**src/include/pemux_defs.vh**
```
// constants for the port E pin override and mcu control block
// assumes a 20 MHz core clock and 8-bit register access by the core
`ifndef PEMUX_DEFS_VH
`define PEMUX_DEFS_VH
// register offsets, data space and i/o space
`define PEMUX_MCUCTL_DATA_ADDR 8'h55
`define PEMUX_IO_OFFSET 8'h20
`define PEMUX_MCUCTL_IO_ADDR 8'h35
`define PEMUX_MCUCTL_RESET 8'h00
// field positions
`define PEMUX_BIT_BOSLP 6
`define PEMUX_BIT_BOUNLK 5
`define PEMUX_BIT_PUDIS 4
`define PEMUX_BIT_VSEL 1
`define PEMUX_BIT_VUNLK 0
// readable bits mask
`define PEMUX_MCUCTL_MASK 8'h73
// timing counts in cycles
`define PEMUX_UNLOCK_CYCLES 3'd4
`define PEMUX_BOSLP_CYCLES 3'd3
// spike filter: 50 ns at 50 ns period, rounded up to whole cycles
`define PEMUX_SPIKE_NS 50
`define PEMUX_CLK_NS 50
`define PEMUX_SPIKE_CYCLES ((`PEMUX_SPIKE_NS + `PEMUX_CLK_NS - 1) / `PEMUX_CLK_NS)
`endif

```
**src/design/pemux_spike.v**
```verilog
// spike filter: output follows input only after it held steady
// assumes input is already synchronised to clk
module pemux_spike #(
  parameter HOLD = 1
) (
  input wire clk,
  input wire rst_n,
  input wire din,
  output reg dout
);
  reg [3:0] cnt;
  reg last;

  // count cycles the new level has stood, accept after HOLD
  always @(posedge clk)
  begin
    if (!rst_n)
    begin
      cnt <= 4'h0;
      last <= 1'b1;
      dout <= 1'b1;
    end
    else if (din != last)
    begin
      last <= din;
      cnt <= 4'h0;
    end
    else if (cnt >= HOLD[3:0])
      dout <= last;
    else
      cnt <= cnt + 4'h1;
  end
endmodule

```
**src/design/pemux_sync.v**
```verilog
// two-flop synchroniser for a group of pin inputs
// assumes pins are asynchronous to SYS_CLK
module pemux_sync #(
  parameter WIDTH = 4
) (
  input wire clk,
  input wire rst_n,
  input wire [WIDTH-1:0] din,
  output reg [WIDTH-1:0] dout
);
  reg [WIDTH-1:0] stage1;

  // first stage feeds only the second; reset to idle-high pin level
  always @(posedge clk)
  begin
    if (!rst_n)
    begin
      stage1 <= {WIDTH{1'b1}};
      dout <= {WIDTH{1'b1}};
    end
    else
    begin
      stage1 <= din;
      dout <= stage1;
    end
  end
endmodule

```
**src/design/pemux_top.v**
```verilog
// port E alternate function override logic and mcu control register
// assumes core bus: address, write strobe, io-space flag, read mux
// Contract
// (RULE_01) SPI2 slave forces PE3 to input; pull-up still from latch bit.
// (RULE_02) Two-wire enable detaches PE1 as open-drain clock line.
// (RULE_03) Two-wire enable detaches PE0 as open-drain data line.
// (RULE_04) Two-wire pin inputs reject pulses shorter than 50 ns.
// (RULE_05) Pull-up override value is latch bit AND pull-up disable.
// (RULE_06) SPI2 master drives PE3 from its data output.
// (RULE_07) PE1/PE0 output overrides from two-wire drive and comparator.
// (RULE_08) Input enable override from pin-change mask, group enable, adc.
// (RULE_09) Global pull-up disable turns off all port pull-ups.
// (RULE_10) Software sets both sleep bits, then bit alone within four.
// (RULE_11) Sleep-off bit acts for three cycles after set; sleep kills detector.
// (RULE_12) Hardware clears sleep-off bit three cycles after set.
// (RULE_13) Vector base is flash start or boot start per select bit.
// (RULE_14) Software writes unlock, then select with unlock zero within four.
// (RULE_15) Interrupts blocked from unlock until after next instruction.
// (RULE_16) Blocking leaves the global interrupt flag untouched.
// (RULE_17) Lock bits block interrupts in the section lacking the vectors.
// (RULE_18) Register at data 0x55, io 0x35.
// (RULE_19) Unlock bit cleared four cycles after write or on select write.
// (RULE_20) Sleep-off write outside its window is ignored.
`include "pemux_defs.vh"
module pemux_top #(
  parameter PC_W = 14,
  parameter BOOT_BASE_W = 2
) (
  input wire SYS_CLK,
  input wire RST_N,
  // core register access
  input wire [7:0] ADDR,
  input wire IO_SPACE,
  input wire WR_EN,
  input wire RD_EN,
  input wire [7:0] WDATA,
  output reg [7:0] RDATA,
  // core status
  input wire SLEEP_EXEC,
  input wire INSTR_DONE,
  input wire IN_BOOT_SECTION,
  input wire [BOOT_BASE_W-1:0] BOOT_SIZE_FUSES,
  input wire APPLICATION_LOCK_BIT,
  input wire BOOTLOADER_LOCK_BIT,
  output reg IRQ_BLOCK,
  output reg [PC_W-1:0] VECTOR_BASE,
  output reg BROWNOUT_DETECTOR_OFF,
  // general port settings for PE3..PE0
  input wire [3:0] PORTE_DIR,
  input wire [3:0] PORTE_OUT_LATCH,
  input wire [3:0] PIN_CHANGE_MASK,
  input wire PIN_CHANGE_GROUP3_ENABLE,
  input wire ADC_CH6_DIGITAL_DISABLE,
  input wire ADC_CH7_DIGITAL_DISABLE,
  // peripherals
  input wire SPI_UNIT2_ENABLE,
  input wire SPI_MASTER_SELECT,
  input wire SPI_UNIT2_DATA_OUT,
  input wire TWOWIRE_ENABLE,
  input wire TWOWIRE_CLOCK_DRIVE,
  input wire TWOWIRE_DATA_DRIVE,
  input wire COMP_OUT_ENABLE,
  input wire COMP_OUT,
  // pins
  input wire [3:0] PE_IN,
  output reg [3:0] PE_OUT,
  output reg [3:0] PE_OE_N,
  output reg [3:0] PE_PULLUP,
  output reg [3:0] PE_DIG_IN,
  output reg TWOWIRE1_CLOCK_PIN,
  output reg TWOWIRE1_DATA_PIN
);
  reg bo_sleep;
  reg bo_unlock;
  reg pull_disable;
  reg vec_sel;
  reg vec_unlock;
  reg [2:0] bo_unlock_cnt;
  reg [2:0] bo_active_cnt;
  reg [2:0] vec_unlock_cnt;
  reg block_pending;
  reg [3:0] pull_ovr_en;
  reg [3:0] pull_ovr_val;
  reg [3:0] dir_ovr_en;
  reg [3:0] out_ovr_en;
  reg [3:0] out_ovr_val;
  reg [3:0] din_ovr_en;
  reg [3:0] din_ovr_val;
  reg [3:0] next_pull;
  reg [3:0] next_dir;
  reg [3:0] next_out;
  reg [3:0] next_din;
  wire [3:0] pe_sync;
  wire scl_filt;
  wire sda_filt;
  wire hit;
  wire wr_hit;
  wire bo_seq_open;
  wire lock_block;

  // address match in either space
  function match;
    input [7:0] a;
    input io;
    begin
      if (io)
        match = (a == `PEMUX_MCUCTL_IO_ADDR);
      else
        match = (a == `PEMUX_MCUCTL_DATA_ADDR);
    end
  endfunction

  assign hit = match(ADDR, IO_SPACE); // [RULE_18]
  assign wr_hit = WR_EN & hit;
  assign bo_seq_open = bo_unlock_cnt != 3'd0;

  // pin input synchroniser
  pemux_sync #(
    .WIDTH(4)
  ) u_sync (
    .clk(SYS_CLK),
    .rst_n(RST_N),
    .din(PE_IN),
    .dout(pe_sync)
  );

  // two-wire spike filters on clock and data
  pemux_spike #(
    .HOLD(`PEMUX_SPIKE_CYCLES)
  ) u_scl_filt (
    .clk(SYS_CLK),
    .rst_n(RST_N),
    .din(pe_sync[1]),
    .dout(scl_filt)
  ); // [RULE_04]

  pemux_spike #(
    .HOLD(`PEMUX_SPIKE_CYCLES)
  ) u_sda_filt (
    .clk(SYS_CLK),
    .rst_n(RST_N),
    .din(pe_sync[0]),
    .dout(sda_filt)
  ); // [RULE_04]

  // mcu control register and timed sequences
  always @(posedge SYS_CLK)
  begin
    if (!RST_N)
    begin
      bo_sleep <= 1'b0;
      bo_unlock <= 1'b0;
      pull_disable <= 1'b0;
      vec_sel <= 1'b0;
      vec_unlock <= 1'b0;
      bo_unlock_cnt <= 3'd0;
      bo_active_cnt <= 3'd0;
      vec_unlock_cnt <= 3'd0;
    end
    else
    begin
      // sleep-off unlock window
      if (wr_hit && WDATA[`PEMUX_BIT_BOSLP] && WDATA[`PEMUX_BIT_BOUNLK])
      begin
        bo_unlock <= 1'b1;
        bo_unlock_cnt <= `PEMUX_UNLOCK_CYCLES;
      end
      else if (bo_seq_open)
      begin
        bo_unlock_cnt <= bo_unlock_cnt - 3'd1;
        if (bo_unlock_cnt == 3'd1)
          bo_unlock <= 1'b0;
      end
      // set sleep-off only inside window
      if (wr_hit && bo_seq_open && WDATA[`PEMUX_BIT_BOSLP] &&
          !WDATA[`PEMUX_BIT_BOUNLK]) // [RULE_20]
      begin
        bo_sleep <= 1'b1;
        bo_unlock <= 1'b0;
        bo_unlock_cnt <= 3'd0;
        bo_active_cnt <= `PEMUX_BOSLP_CYCLES;
      end
      else if (bo_active_cnt != 3'd0)
      begin
        bo_active_cnt <= bo_active_cnt - 3'd1;
        if (bo_active_cnt == 3'd1)
          bo_sleep <= 1'b0; // [RULE_12]
      end
      if (wr_hit)
        pull_disable <= WDATA[`PEMUX_BIT_PUDIS];
      // vector select change sequence
      if (wr_hit && vec_unlock && !WDATA[`PEMUX_BIT_VUNLK])
      begin
        vec_sel <= WDATA[`PEMUX_BIT_VSEL];
        vec_unlock <= 1'b0; // [RULE_19]
        vec_unlock_cnt <= 3'd0;
      end
      else if (wr_hit && WDATA[`PEMUX_BIT_VUNLK])
      begin
        vec_unlock <= 1'b1;
        vec_unlock_cnt <= `PEMUX_UNLOCK_CYCLES;
      end
      else if (vec_unlock_cnt != 3'd0)
      begin
        vec_unlock_cnt <= vec_unlock_cnt - 3'd1;
        if (vec_unlock_cnt == 3'd1)
          vec_unlock <= 1'b0; // [RULE_19]
      end
    end
  end

  // lock bit section blocking
  assign lock_block = (vec_sel & APPLICATION_LOCK_BIT & ~IN_BOOT_SECTION) |
    (~vec_sel & BOOTLOADER_LOCK_BIT & IN_BOOT_SECTION); // [RULE_17]

  // interrupt block, vector base, detector sleep-off; flag never touched
  always @(posedge SYS_CLK)
  begin
    if (!RST_N)
    begin
      block_pending <= 1'b0;
      IRQ_BLOCK <= 1'b0;
      VECTOR_BASE <= {PC_W{1'b0}};
      BROWNOUT_DETECTOR_OFF <= 1'b0;
      RDATA <= `PEMUX_MCUCTL_RESET;
    end
    else
    begin
      if (wr_hit && vec_unlock && !WDATA[`PEMUX_BIT_VUNLK])
        block_pending <= 1'b1;
      else if (INSTR_DONE)
        block_pending <= 1'b0;
      IRQ_BLOCK <= (wr_hit & WDATA[`PEMUX_BIT_VUNLK]) | vec_unlock |
        block_pending | lock_block; // [RULE_15] [RULE_16]
      if (vec_sel)
        VECTOR_BASE <= {BOOT_SIZE_FUSES, {(PC_W-BOOT_BASE_W){1'b0}}}
          ^ {1'b1, {(PC_W-1){1'b0}}}; // [RULE_13]
      else
        VECTOR_BASE <= {PC_W{1'b0}}; // [RULE_13]
      // sleep while active turns detector off for that sleep
      if (SLEEP_EXEC && bo_sleep)
        BROWNOUT_DETECTOR_OFF <= 1'b1; // [RULE_11]
      else if (!SLEEP_EXEC)
        BROWNOUT_DETECTOR_OFF <= 1'b0;
      if (RD_EN && hit)
        RDATA <= {1'b0, bo_sleep, bo_unlock, pull_disable, 2'b00,
          vec_sel, vec_unlock} & `PEMUX_MCUCTL_MASK;
      else
        RDATA <= 8'h00;
    end
  end

  // override signal table
  always @*
  begin
    pull_ovr_val = PORTE_OUT_LATCH & {4{pull_disable}}; // [RULE_05]
    pull_ovr_en[3] = SPI_UNIT2_ENABLE & SPI_MASTER_SELECT;
    pull_ovr_en[2] = SPI_UNIT2_ENABLE & SPI_MASTER_SELECT;
    pull_ovr_en[1] = TWOWIRE_ENABLE;
    pull_ovr_en[0] = COMP_OUT_ENABLE | TWOWIRE_ENABLE;
    dir_ovr_en = pull_ovr_en;
    // slave forces input on PE3
    dir_ovr_en[3] = SPI_UNIT2_ENABLE & ~SPI_MASTER_SELECT; // [RULE_01]
    out_ovr_en[3] = SPI_UNIT2_ENABLE & SPI_MASTER_SELECT; // [RULE_06]
    out_ovr_val[3] = SPI_UNIT2_DATA_OUT; // [RULE_06]
    out_ovr_en[2] = 1'b0;
    out_ovr_val[2] = 1'b0;
    out_ovr_en[1] = TWOWIRE_CLOCK_DRIVE; // [RULE_07]
    out_ovr_val[1] = TWOWIRE_ENABLE; // [RULE_07]
    out_ovr_en[0] = COMP_OUT_ENABLE | TWOWIRE_DATA_DRIVE; // [RULE_07]
    out_ovr_val[0] = COMP_OUT | TWOWIRE_ENABLE; // [RULE_07]
    din_ovr_val = PIN_CHANGE_MASK & {4{PIN_CHANGE_GROUP3_ENABLE}};
    din_ovr_en = din_ovr_val; // [RULE_08]
    din_ovr_en[3] = din_ovr_val[3] | ADC_CH7_DIGITAL_DISABLE; // [RULE_08]
    din_ovr_en[2] = din_ovr_val[2] | ADC_CH6_DIGITAL_DISABLE; // [RULE_08]
    // resolve direction, output, pull-up, digital input
    next_dir = (dir_ovr_en & 4'h0) | (~dir_ovr_en & PORTE_DIR);
    next_out = (out_ovr_en & out_ovr_val) | (~out_ovr_en & PORTE_OUT_LATCH);
    next_din = (din_ovr_en & din_ovr_val) | ~din_ovr_en;
    // pull-up when input with latch high, unless disabled
    next_pull = ~next_dir & PORTE_OUT_LATCH & {4{~pull_disable}}; // [RULE_09]
    // forced-input PE3 keeps pull-up from latch bit
    if (dir_ovr_en[3])
      next_pull[3] = PORTE_OUT_LATCH[3] & ~pull_disable; // [RULE_01]
    // two-wire pins: open drain, pull-ups from override value path
    if (TWOWIRE_ENABLE)
    begin
      next_dir[1] = out_ovr_en[1] & out_ovr_val[1]; // [RULE_02]
      next_out[1] = 1'b0; // [RULE_02]
      next_pull[1] = pull_ovr_val[1] & ~pull_disable; // [RULE_05]
      next_dir[0] = TWOWIRE_DATA_DRIVE; // [RULE_03]
      next_out[0] = 1'b0; // [RULE_03]
      next_pull[0] = pull_ovr_val[0] & ~pull_disable; // [RULE_05]
    end
  end

  // registered pin drive
  always @(posedge SYS_CLK)
  begin
    if (!RST_N)
    begin
      PE_OUT <= 4'h0;
      PE_OE_N <= 4'hf;
      PE_PULLUP <= 4'h0;
      PE_DIG_IN <= 4'hf;
      TWOWIRE1_CLOCK_PIN <= 1'b1;
      TWOWIRE1_DATA_PIN <= 1'b1;
    end
    else
    begin
      PE_OUT <= next_out;
      PE_OE_N <= ~next_dir;
      PE_PULLUP <= next_pull;
      PE_DIG_IN <= next_din & pe_sync;
      TWOWIRE1_CLOCK_PIN <= scl_filt; // [RULE_04]
      TWOWIRE1_DATA_PIN <= sda_filt; // [RULE_04]
    end
  end
endmodule

```
**config.mk**
```make
export PLATFORM = sky130hd
export DESIGN_NAME = pemux_top
export DESIGN_NICKNAME = d
export VERILOG_FILES = /design/src/design/pemux_spike.v /design/src/design/pemux_sync.v /design/src/design/pemux_top.v
export VERILOG_INCLUDE_DIRS = /design/src /design/src/include
export SDC_FILE = /design/constraint.sdc
export NUM_CORES = 1
export LEC_CHECK = 0
export BUFFER_PORTS_ARGS = -buffer_cell sky130_fd_sc_hd__buf_2
export CORE_UTILIZATION = 46
export CTS_BUF_LIST = sky130_fd_sc_hd__clkbuf_2
export CTS_CLUSTER_SIZE = 30
export DETAILED_ROUTE_END_ITERATION = 16
export PLACE_DENSITY = 0.83
export SLEW_MARGIN = 0
export SYNTH_ARGS = -nofsm -noshare
export SYNTH_HDL_FRONTEND = slang
export SYNTH_SLANG_ARGS = --single-unit
```
**constraint.sdc**
```tcl
create_clock -name SYS_CLK -period 1.42 [get_ports SYS_CLK]
set_clock_uncertainty 0.05 [all_clocks]
set_input_delay 0.142 -clock SYS_CLK [delete_from_list [all_inputs] [get_ports SYS_CLK]]
set_output_delay 0.142 -clock SYS_CLK [all_outputs]
set_load 0.1 [all_outputs]
```
==> results of run 1 <==
-- metrics by stage --
step / util / setup WS [ns]
floorplan: - / 0.002717
global placement: 0.5800 / -0.06188
detailed placement: 0.5800 / -0.06719
CTS: 0.6978 / 0.003560
global route: 0.7169 / -0.04745
finish: 0.7169 / -0.001755
-- critical path, delay by kind of cell (launching register included) --
family        cells  cell delay (ns)
simple gates      3             0.64
flops             1             0.39
fa+ha+maj         1             0.16
buf+inv           2             0.11
-- power by group --
group	switching [mW]	leakage [nW]	internal [mW]
Clock	0.608	0.0833	0.588
Sequential	0.153	0.510	1.95
Combinational	1.10	1.16	0.970
-- metal layers --
metal | track usage | vias to the layer above | wire [µm]
met5 | 0 | - | 0
met4 | 0.1288 | 0 | 173
met3 | 0.04167 | 16 | 301
met2 | 0.3875 | 89 | 3075
met1 | 0.2095 | 1018 | 2339
li1 | - | 1129 | -
-- layout by cell type (no fill, tap or decap), types with 3 or more instances in the layout --
cell type / synthesis / routed
o32ai_1: 3 / 3
clkbuf_2: 0 / 11
and3_1: 4 / 3
o22ai_1: 3 / 3
nand2_1: 25 / 25
and2_1: 6 / 6
dfxtp_1: 62 / 56
o21ai_0: 6 / 6
inv_2: 0 / 4
clkbuf_4: 0 / 3
a211oi_1: 3 / 3
a21oi_1: 12 / 11
nor2_1: 22 / 20
dlygate4sd3_1: 0 / 39
buf_4: 15 / 41
conb_1: 1 / 15
buf_2: 0 / 49
nor3_1: 4 / 4
nand2b_1: 19 / 19
ha_4: 0 / 3
dfxtp_2: 0 / 5
inv_1: 20 / 14
xnor2_1: 6 / 6
nand3_1: 4 / 4
ha_1: 15 / 11
mux2i_1: 4 / 4
-- cell families after synthesis --
| family | count (synthesis) |
|---|---|
| AND/OR/NAND/NOR | 100 |
| flip-flops | 62 |
| buffers and inverters | 40 |
| AO/OA/AOI/OAI | 36 |
| adder cells (fa/ha/maj) | 15 |
| XOR/XNOR | 6 |
| multiplexers | 6 |
| other | 1 |
-- final cells by class --
cell class / instances / share of cell area
Clock inverter: 5 / 0.01966
Timing Repair Buffer: 132 / 0.2572
Sequential cell: 62 / 0.3332
Inverter: 20 / 0.02133
Clock buffer: 11 / 0.01466
Multi-Input combinational cell: 178 / 0.3306
Tap cell: 70 / 0.02333
-- timing repair --
action | 4_1_cts | 5_1_grt
gates resized for setup | 35 | 22
hold buffers | 39 | 0
pin swaps | 4 | 7
endpoints found under the setup margin | 29 | 16
buffers inserted | 1 | 4
endpoints found under the hold margin | 35 | 0
-- final timing paths --
kind                       to  slack (ns)        startpoint
min                 IRQ_BLOCK        0.03   IN_BOOT_SECTION
max reg2reg  bo_active_cnt[2]      -0.002  bo_unlock_cnt[1]
min reg2reg      PE_DIG_IN[3]        0.38    u_sync.dout[3]
max          bo_active_cnt[2]      -0.002  bo_unlock_cnt[1]
==> results.json, run 1 <==
{
  "status": "finished with violations",
  "violations": "negative setup slack",
  "routed_wl_um": 5890,
  "clock_path_buffers": 2,
  "hold_viol_final": 0,
  "drcViolationCount": 0,
  "finalInstanceArea_mm2": 0.003755,
  "cp_data_required_time_ns": 1.77,
  "row_count": 26,
  "drt_iter0_markers": 83,
  "antenna_cells": 0,
  "hold_path.class": "in2reg",
  "nFillCells": 401,
  "setup_viol": 1,
  "ir_drop_v": 0.0006582,
  "routed_via_density": 4.711,
  "yosysMostFrequentCell": "dfxtp_1",
  "synth-seq-cells": 62,
  "cap_viol_max_count": 0,
  "timing.slew.headroom": 0.6565,
  "fin_cells": 478,
  "tns_ns": -0.001755,
  "nNetsFinal": 473,
  "track_usage": 0.2078,
  "slowest_stage": "or3_4",
  "placed_area_mm2": 0.003038,
  "ys.flop_type": "dfxtp_1",
  "synthSimpleGateAreaFrac": 0.2150,
  "die_area_mm2": 0.005881,
  "critPathLaunchType": "flop",
  "io_buffer_count": 76,
  "grt_pass1_wl_um": 9570,
  "cts_tree": "done",
  "critPathMaxStageDelay_ns": 0.42,
  "dp_cells": 418,
  "synth_fa_ha_area_frac": 0.07314,
  "synth.distinct_cells": 41,
  "ff_latch_area_mm2": 0.001251,
  "slew_viol_final": 0,
  "hold_ws_ns": 0.03487,
  "synthDominantCellAreaShare": 0.4837,
  "syn_avg_cell_area_um2": 9.647,
  "power_density_mw_per_mm2": 1430,
  "antenna_found_initial": 0,
  "crit_path_cell_trace": "inv_4, ha_4, inv_2, nor2_2, or3_4, and3_4",
  "worst_slack_ns": -0.001755,
  "gp_congestion": 0.7692,
  "period_share": 1.001,
  "clk_latency_ns": 0.48,
  "arrival_ns": 1.77,
  "htreeDepth": 3,
  "synth_top_area_cell": "dfxtp_1",
  "grt_max_degree": 24,
  "grt-ovfl-total": 0,
  "cts.sinks": 62,
  "min_period_ns": 1.422,
  "synthTopCellsByArea": "dfxtp_1 48%, ha_1 7.3%, nand2b_1 4.6%",
  "rsz0062_at_grt": "yes",
  "ys_top_cells_by_count": "62 x dfxtp_1, 25 x nand2_1, 22 x nor2_1, 20 x inv_1, 19 x nand2b_1",
  "firstDrtPassIters": 4,
  "multiInputGateArea_mm2": 0.001241,
  "critPathCaptureType": "flop",
  "yosys_warnings": 0,
  "async_reset_ff_frac": 0,
  "grt_pass1_vias": 2300,
  "crit_type": "reg2reg",
  "ys_seq_area_frac": 0.4837,
  "reg2reg_depth": 6,
  "clock.fmax_mhz": 703.4,
  "io_pins": 97,
  "path_max_fanout": 5,
  "top_register": "RDATA",
  "clockRootBuffer": "clkbuf_2",
  "core_mm2": 0.005238,
  "wire_per_inst_um": 12.32,
  "synth_compound_area_frac": 0.09849,
  "drive_gt1_frac": 0.3456,
  "p_total_mw": 5.370,
  "vias": 2252,
  "cts_buffers": 9,
  "muxShareOfSynthArea": 0.02438,
  "die_width_um": 76.69,
  "largest_reg_flops": 5,
  "tightest_slew_ns": 0.5146,
  "drtAntennaViolNets": 0,
  "clk_pin_slew_ns": 0.17,
  "leakage_nw": 1.755,
  "synth_edf_count": 0,
  "synth_area_mm2": 0.002566,
  "synth_top_family_by_area": "simple AND/OR/NAND/NOR gates",
  "start_util": 0.4900,
  "synth_cells": 266,
  "dp.final_hpwl_um": 3708,
  "synthXorXnorAreaFrac": 0.02048,
  "die_h_um": 76.69,
  "area_growth_pct": 46.32,
  "hold_path_depth": 4
}
No activity file was read; power rests on OpenSTA's default activity.
==> run 2, diff against run 1 <==
Settings changed: CELL_PAD_IN_SITES_DETAIL_PLACEMENT from default to 0, CELL_PAD_IN_SITES_GLOBAL_PLACEMENT from default to 1, CORE_UTILIZATION 46 to 34, SETUP_SLACK_MARGIN from default to 0.02.
==> run 2 against run 1 <==
  * The flow still finishes with violations (negative setup slack)
  * Total power is 0.39% lower
  * Utilization is 18 points lower
  * First-iteration DRC count is 46% lower
  * Register-to-register slack better by 0.04 ns
  * Via count hardly changed
  * Sequential share of layout area is 1.5 points lower
  * Sequential cell count stayed put
  * Non-clock buffer count is 7 higher
  * Critical endpoint is now PE_OE_N[0]
  * Largest cell class unchanged
  * Highest routed layer unchanged
==> results.json, run 2 (synthesis results as in run 1) <==
{
  "status": "finished with violations",
  "violations": "negative setup slack",
  "clk_pin_slew_ns": 0.20,
  "die_h_um": 88.88,
  "critical_path.most_common_cell": "dlygate4sd3_1",
  "wire_per_inst_um": 11.70,
  "clock_path_buffers": 2,
  "drive_gt1_frac": 0.3325,
  "routed_via_density": 4.385,
  "nFillCells": 669,
  "io_pins": 97,
  "largest_reg_flops": 5,
  "leakage_nw": 1.788,
  "rsz0062_at_grt": "yes",
  "track_usage": 0.1594,
  "ir_drop_v": 0.0006044,
  "tns_ns": -0.05472,
  "crit_path_cell_trace": "dlygate4sd3_1, buf_2, nand2b_1, o21ai_0, dlygate4sd3_1, nand2_1",
  "clock.fmax_mhz": 678.1,
  "final_common_cell": "dfxtp_1",
  "cts.sinks": 62,
  "worst_slack_ns": -0.05472,
  "row_count": 31,
  "finalInstanceArea_mm2": 0.003928,
  "gp_congestion": 0.7610,
  "dp_slack_ns": -0.1486,
  "die_area_mm2": 0.007899,
  "hold_viol_final": 0,
  "min_period_ns": 1.475,
  "grt_util_met1": 0.1772,
  "met3_usage": 0.05131,
  "power_density_mw_per_mm2": 1362,
  "clockRootBuffer": "clkbuf_2",
  "critPathMaxStageDelay_ns": 0.62,
  "grt_util_met2": 0.2762,
  "setup_viol": 1,
  "crit_type": "in2reg",
  "drtAntennaViolNets": 0,
  "core_mm2": 0.007292,
  "htreeDepth": 3,
  "grt-ovfl-total": 0,
  "slew_viol_final": 0,
  "antenna_found_initial": 0,
  "area_growth_pct": 53.05,
  "layout_common_cells": "56 x dfxtp_1, 49 x buf_2, 48 x dlygate4sd3_1",
  "critPathLaunchType": "input port",
  "cp_data_required_time_ns": 1.78,
  "path_max_fanout": 2,
  "start_util": 0.3519,
  "drcViolationCount": 0,
  "dp_cells": 443,
  "grt-busiest-layer": "met2",
  "antenna_cells": 0,
  "io_buffer_count": 76,
  "arrival_ns": 1.84,
  "ff_latch_area_mm2": 0.001249,
  "period_share": 1.039,
  "routed_wl_um": 6016,
  "critPathCaptureType": "flop",
  "grt_max_degree": 16,
  "cap_viol_max_count": 0,
  "hold_path.class": "in2reg",
  "dp.final_hpwl_um": 3813,
  "grt_pass1_vias": 2055,
  "cts_tree": "done",
  "die_width_um": 88.88,
  "clk_latency_ns": 0.50,
  "cts_buffers": 9,
  "slowest_stage": "dlygate4sd3_1",
  "placed_area_mm2": 0.003068,
  "fin_cells": 514,
  "top_register": "RDATA",
  "drt_iter0_markers": 45,
  "firstDrtPassIters": 4,
  "multiInputGateArea_mm2": 0.001205,
  "vias": 2254,
  "nNetsFinal": 480,
  "grt_pass1_wl_um": 9108
}
## run 2: changes by cell type in the layout (fill, tap and decap cells not counted), sizes merged
cell / change
inv: +1
dlymetal6s4s: +1
clkbuf: -5
clkinvlp: +2
dlygate4sd3: +9
clkinv: -1
## run 2: path summary, 6_finish.rpt
path | end | slack (ns) | from | cells after the start
worst max-delay path | PE_OE_N[0] | -0.05 | COMP_OUT_ENABLE | 6
worst min-delay path | IRQ_BLOCK | 0.05 | APPLICATION_LOCK_BIT | 5
worst min register to register | u_sync.dout[2] | 0.38 | u_sync.stage1[2] | 1
worst max register to register | u_sda_filt.dout | 0.04 | u_sda_filt.cnt[0] | 7
## run 2: through the flow
stage | hold WS, ns | util | power (mW)
floorplan | 0.1638 | - | 3.402
global placement | 0.2490 | 0.4207 | 3.686
detailed placement | 0.2545 | 0.4207 | 3.735
CTS | 0.008114 | 0.5251 | 5.341
global route | 0.003063 | 0.5386 | 5.705
finish | 0.05048 | 0.5386 | 5.349
## run 2: where the power goes
part           switching [mW]  internal, mW  leakage, nW
clock network           0.708         0.587       0.0785
logic                    1.06         0.907         1.20
registers               0.140          1.95        0.510
## run 2: area by class of cell
class / count / area share
flip-flops and latches: 62 / 0.3179
multi-input cells: 178 / 0.3068
repair buffers: 139 / 0.2883
well taps: 99 / 0.03154
clock inverters: 7 / 0.02485
inverters: 20 / 0.01911
clock buffers: 9 / 0.01147
## run 2: repair_timing
| item | CTS | global route |
|---|---|---|
| hold buffers | 48 | 2 |
| endpoints found under the setup margin | 32 | 33 |
| resized for setup | 40 | 30 |
| buffers inserted | 6 | 1 |
| cloned | 0 | 0 |
| hold endpoints to repair | 45 | 1 |
| pin swaps | 4 | 7 |
## run 2: metal layers
layer,share of wire,vias to the layer above,wire length (µm)
met5,0,-,0
met4,0.016,0,97
met3,0.040,10,240
met2,0.51,54,3098
met1,0.43,1045,2580
li1,-,1145,-
## run 2: critical path: cells and delay by family
family                 cells  cell delay [ns]
buffers and inverters      3             1.29
AOI/OAI and AO/OA          1             0.20
and+or+nand+nor            2             0.21
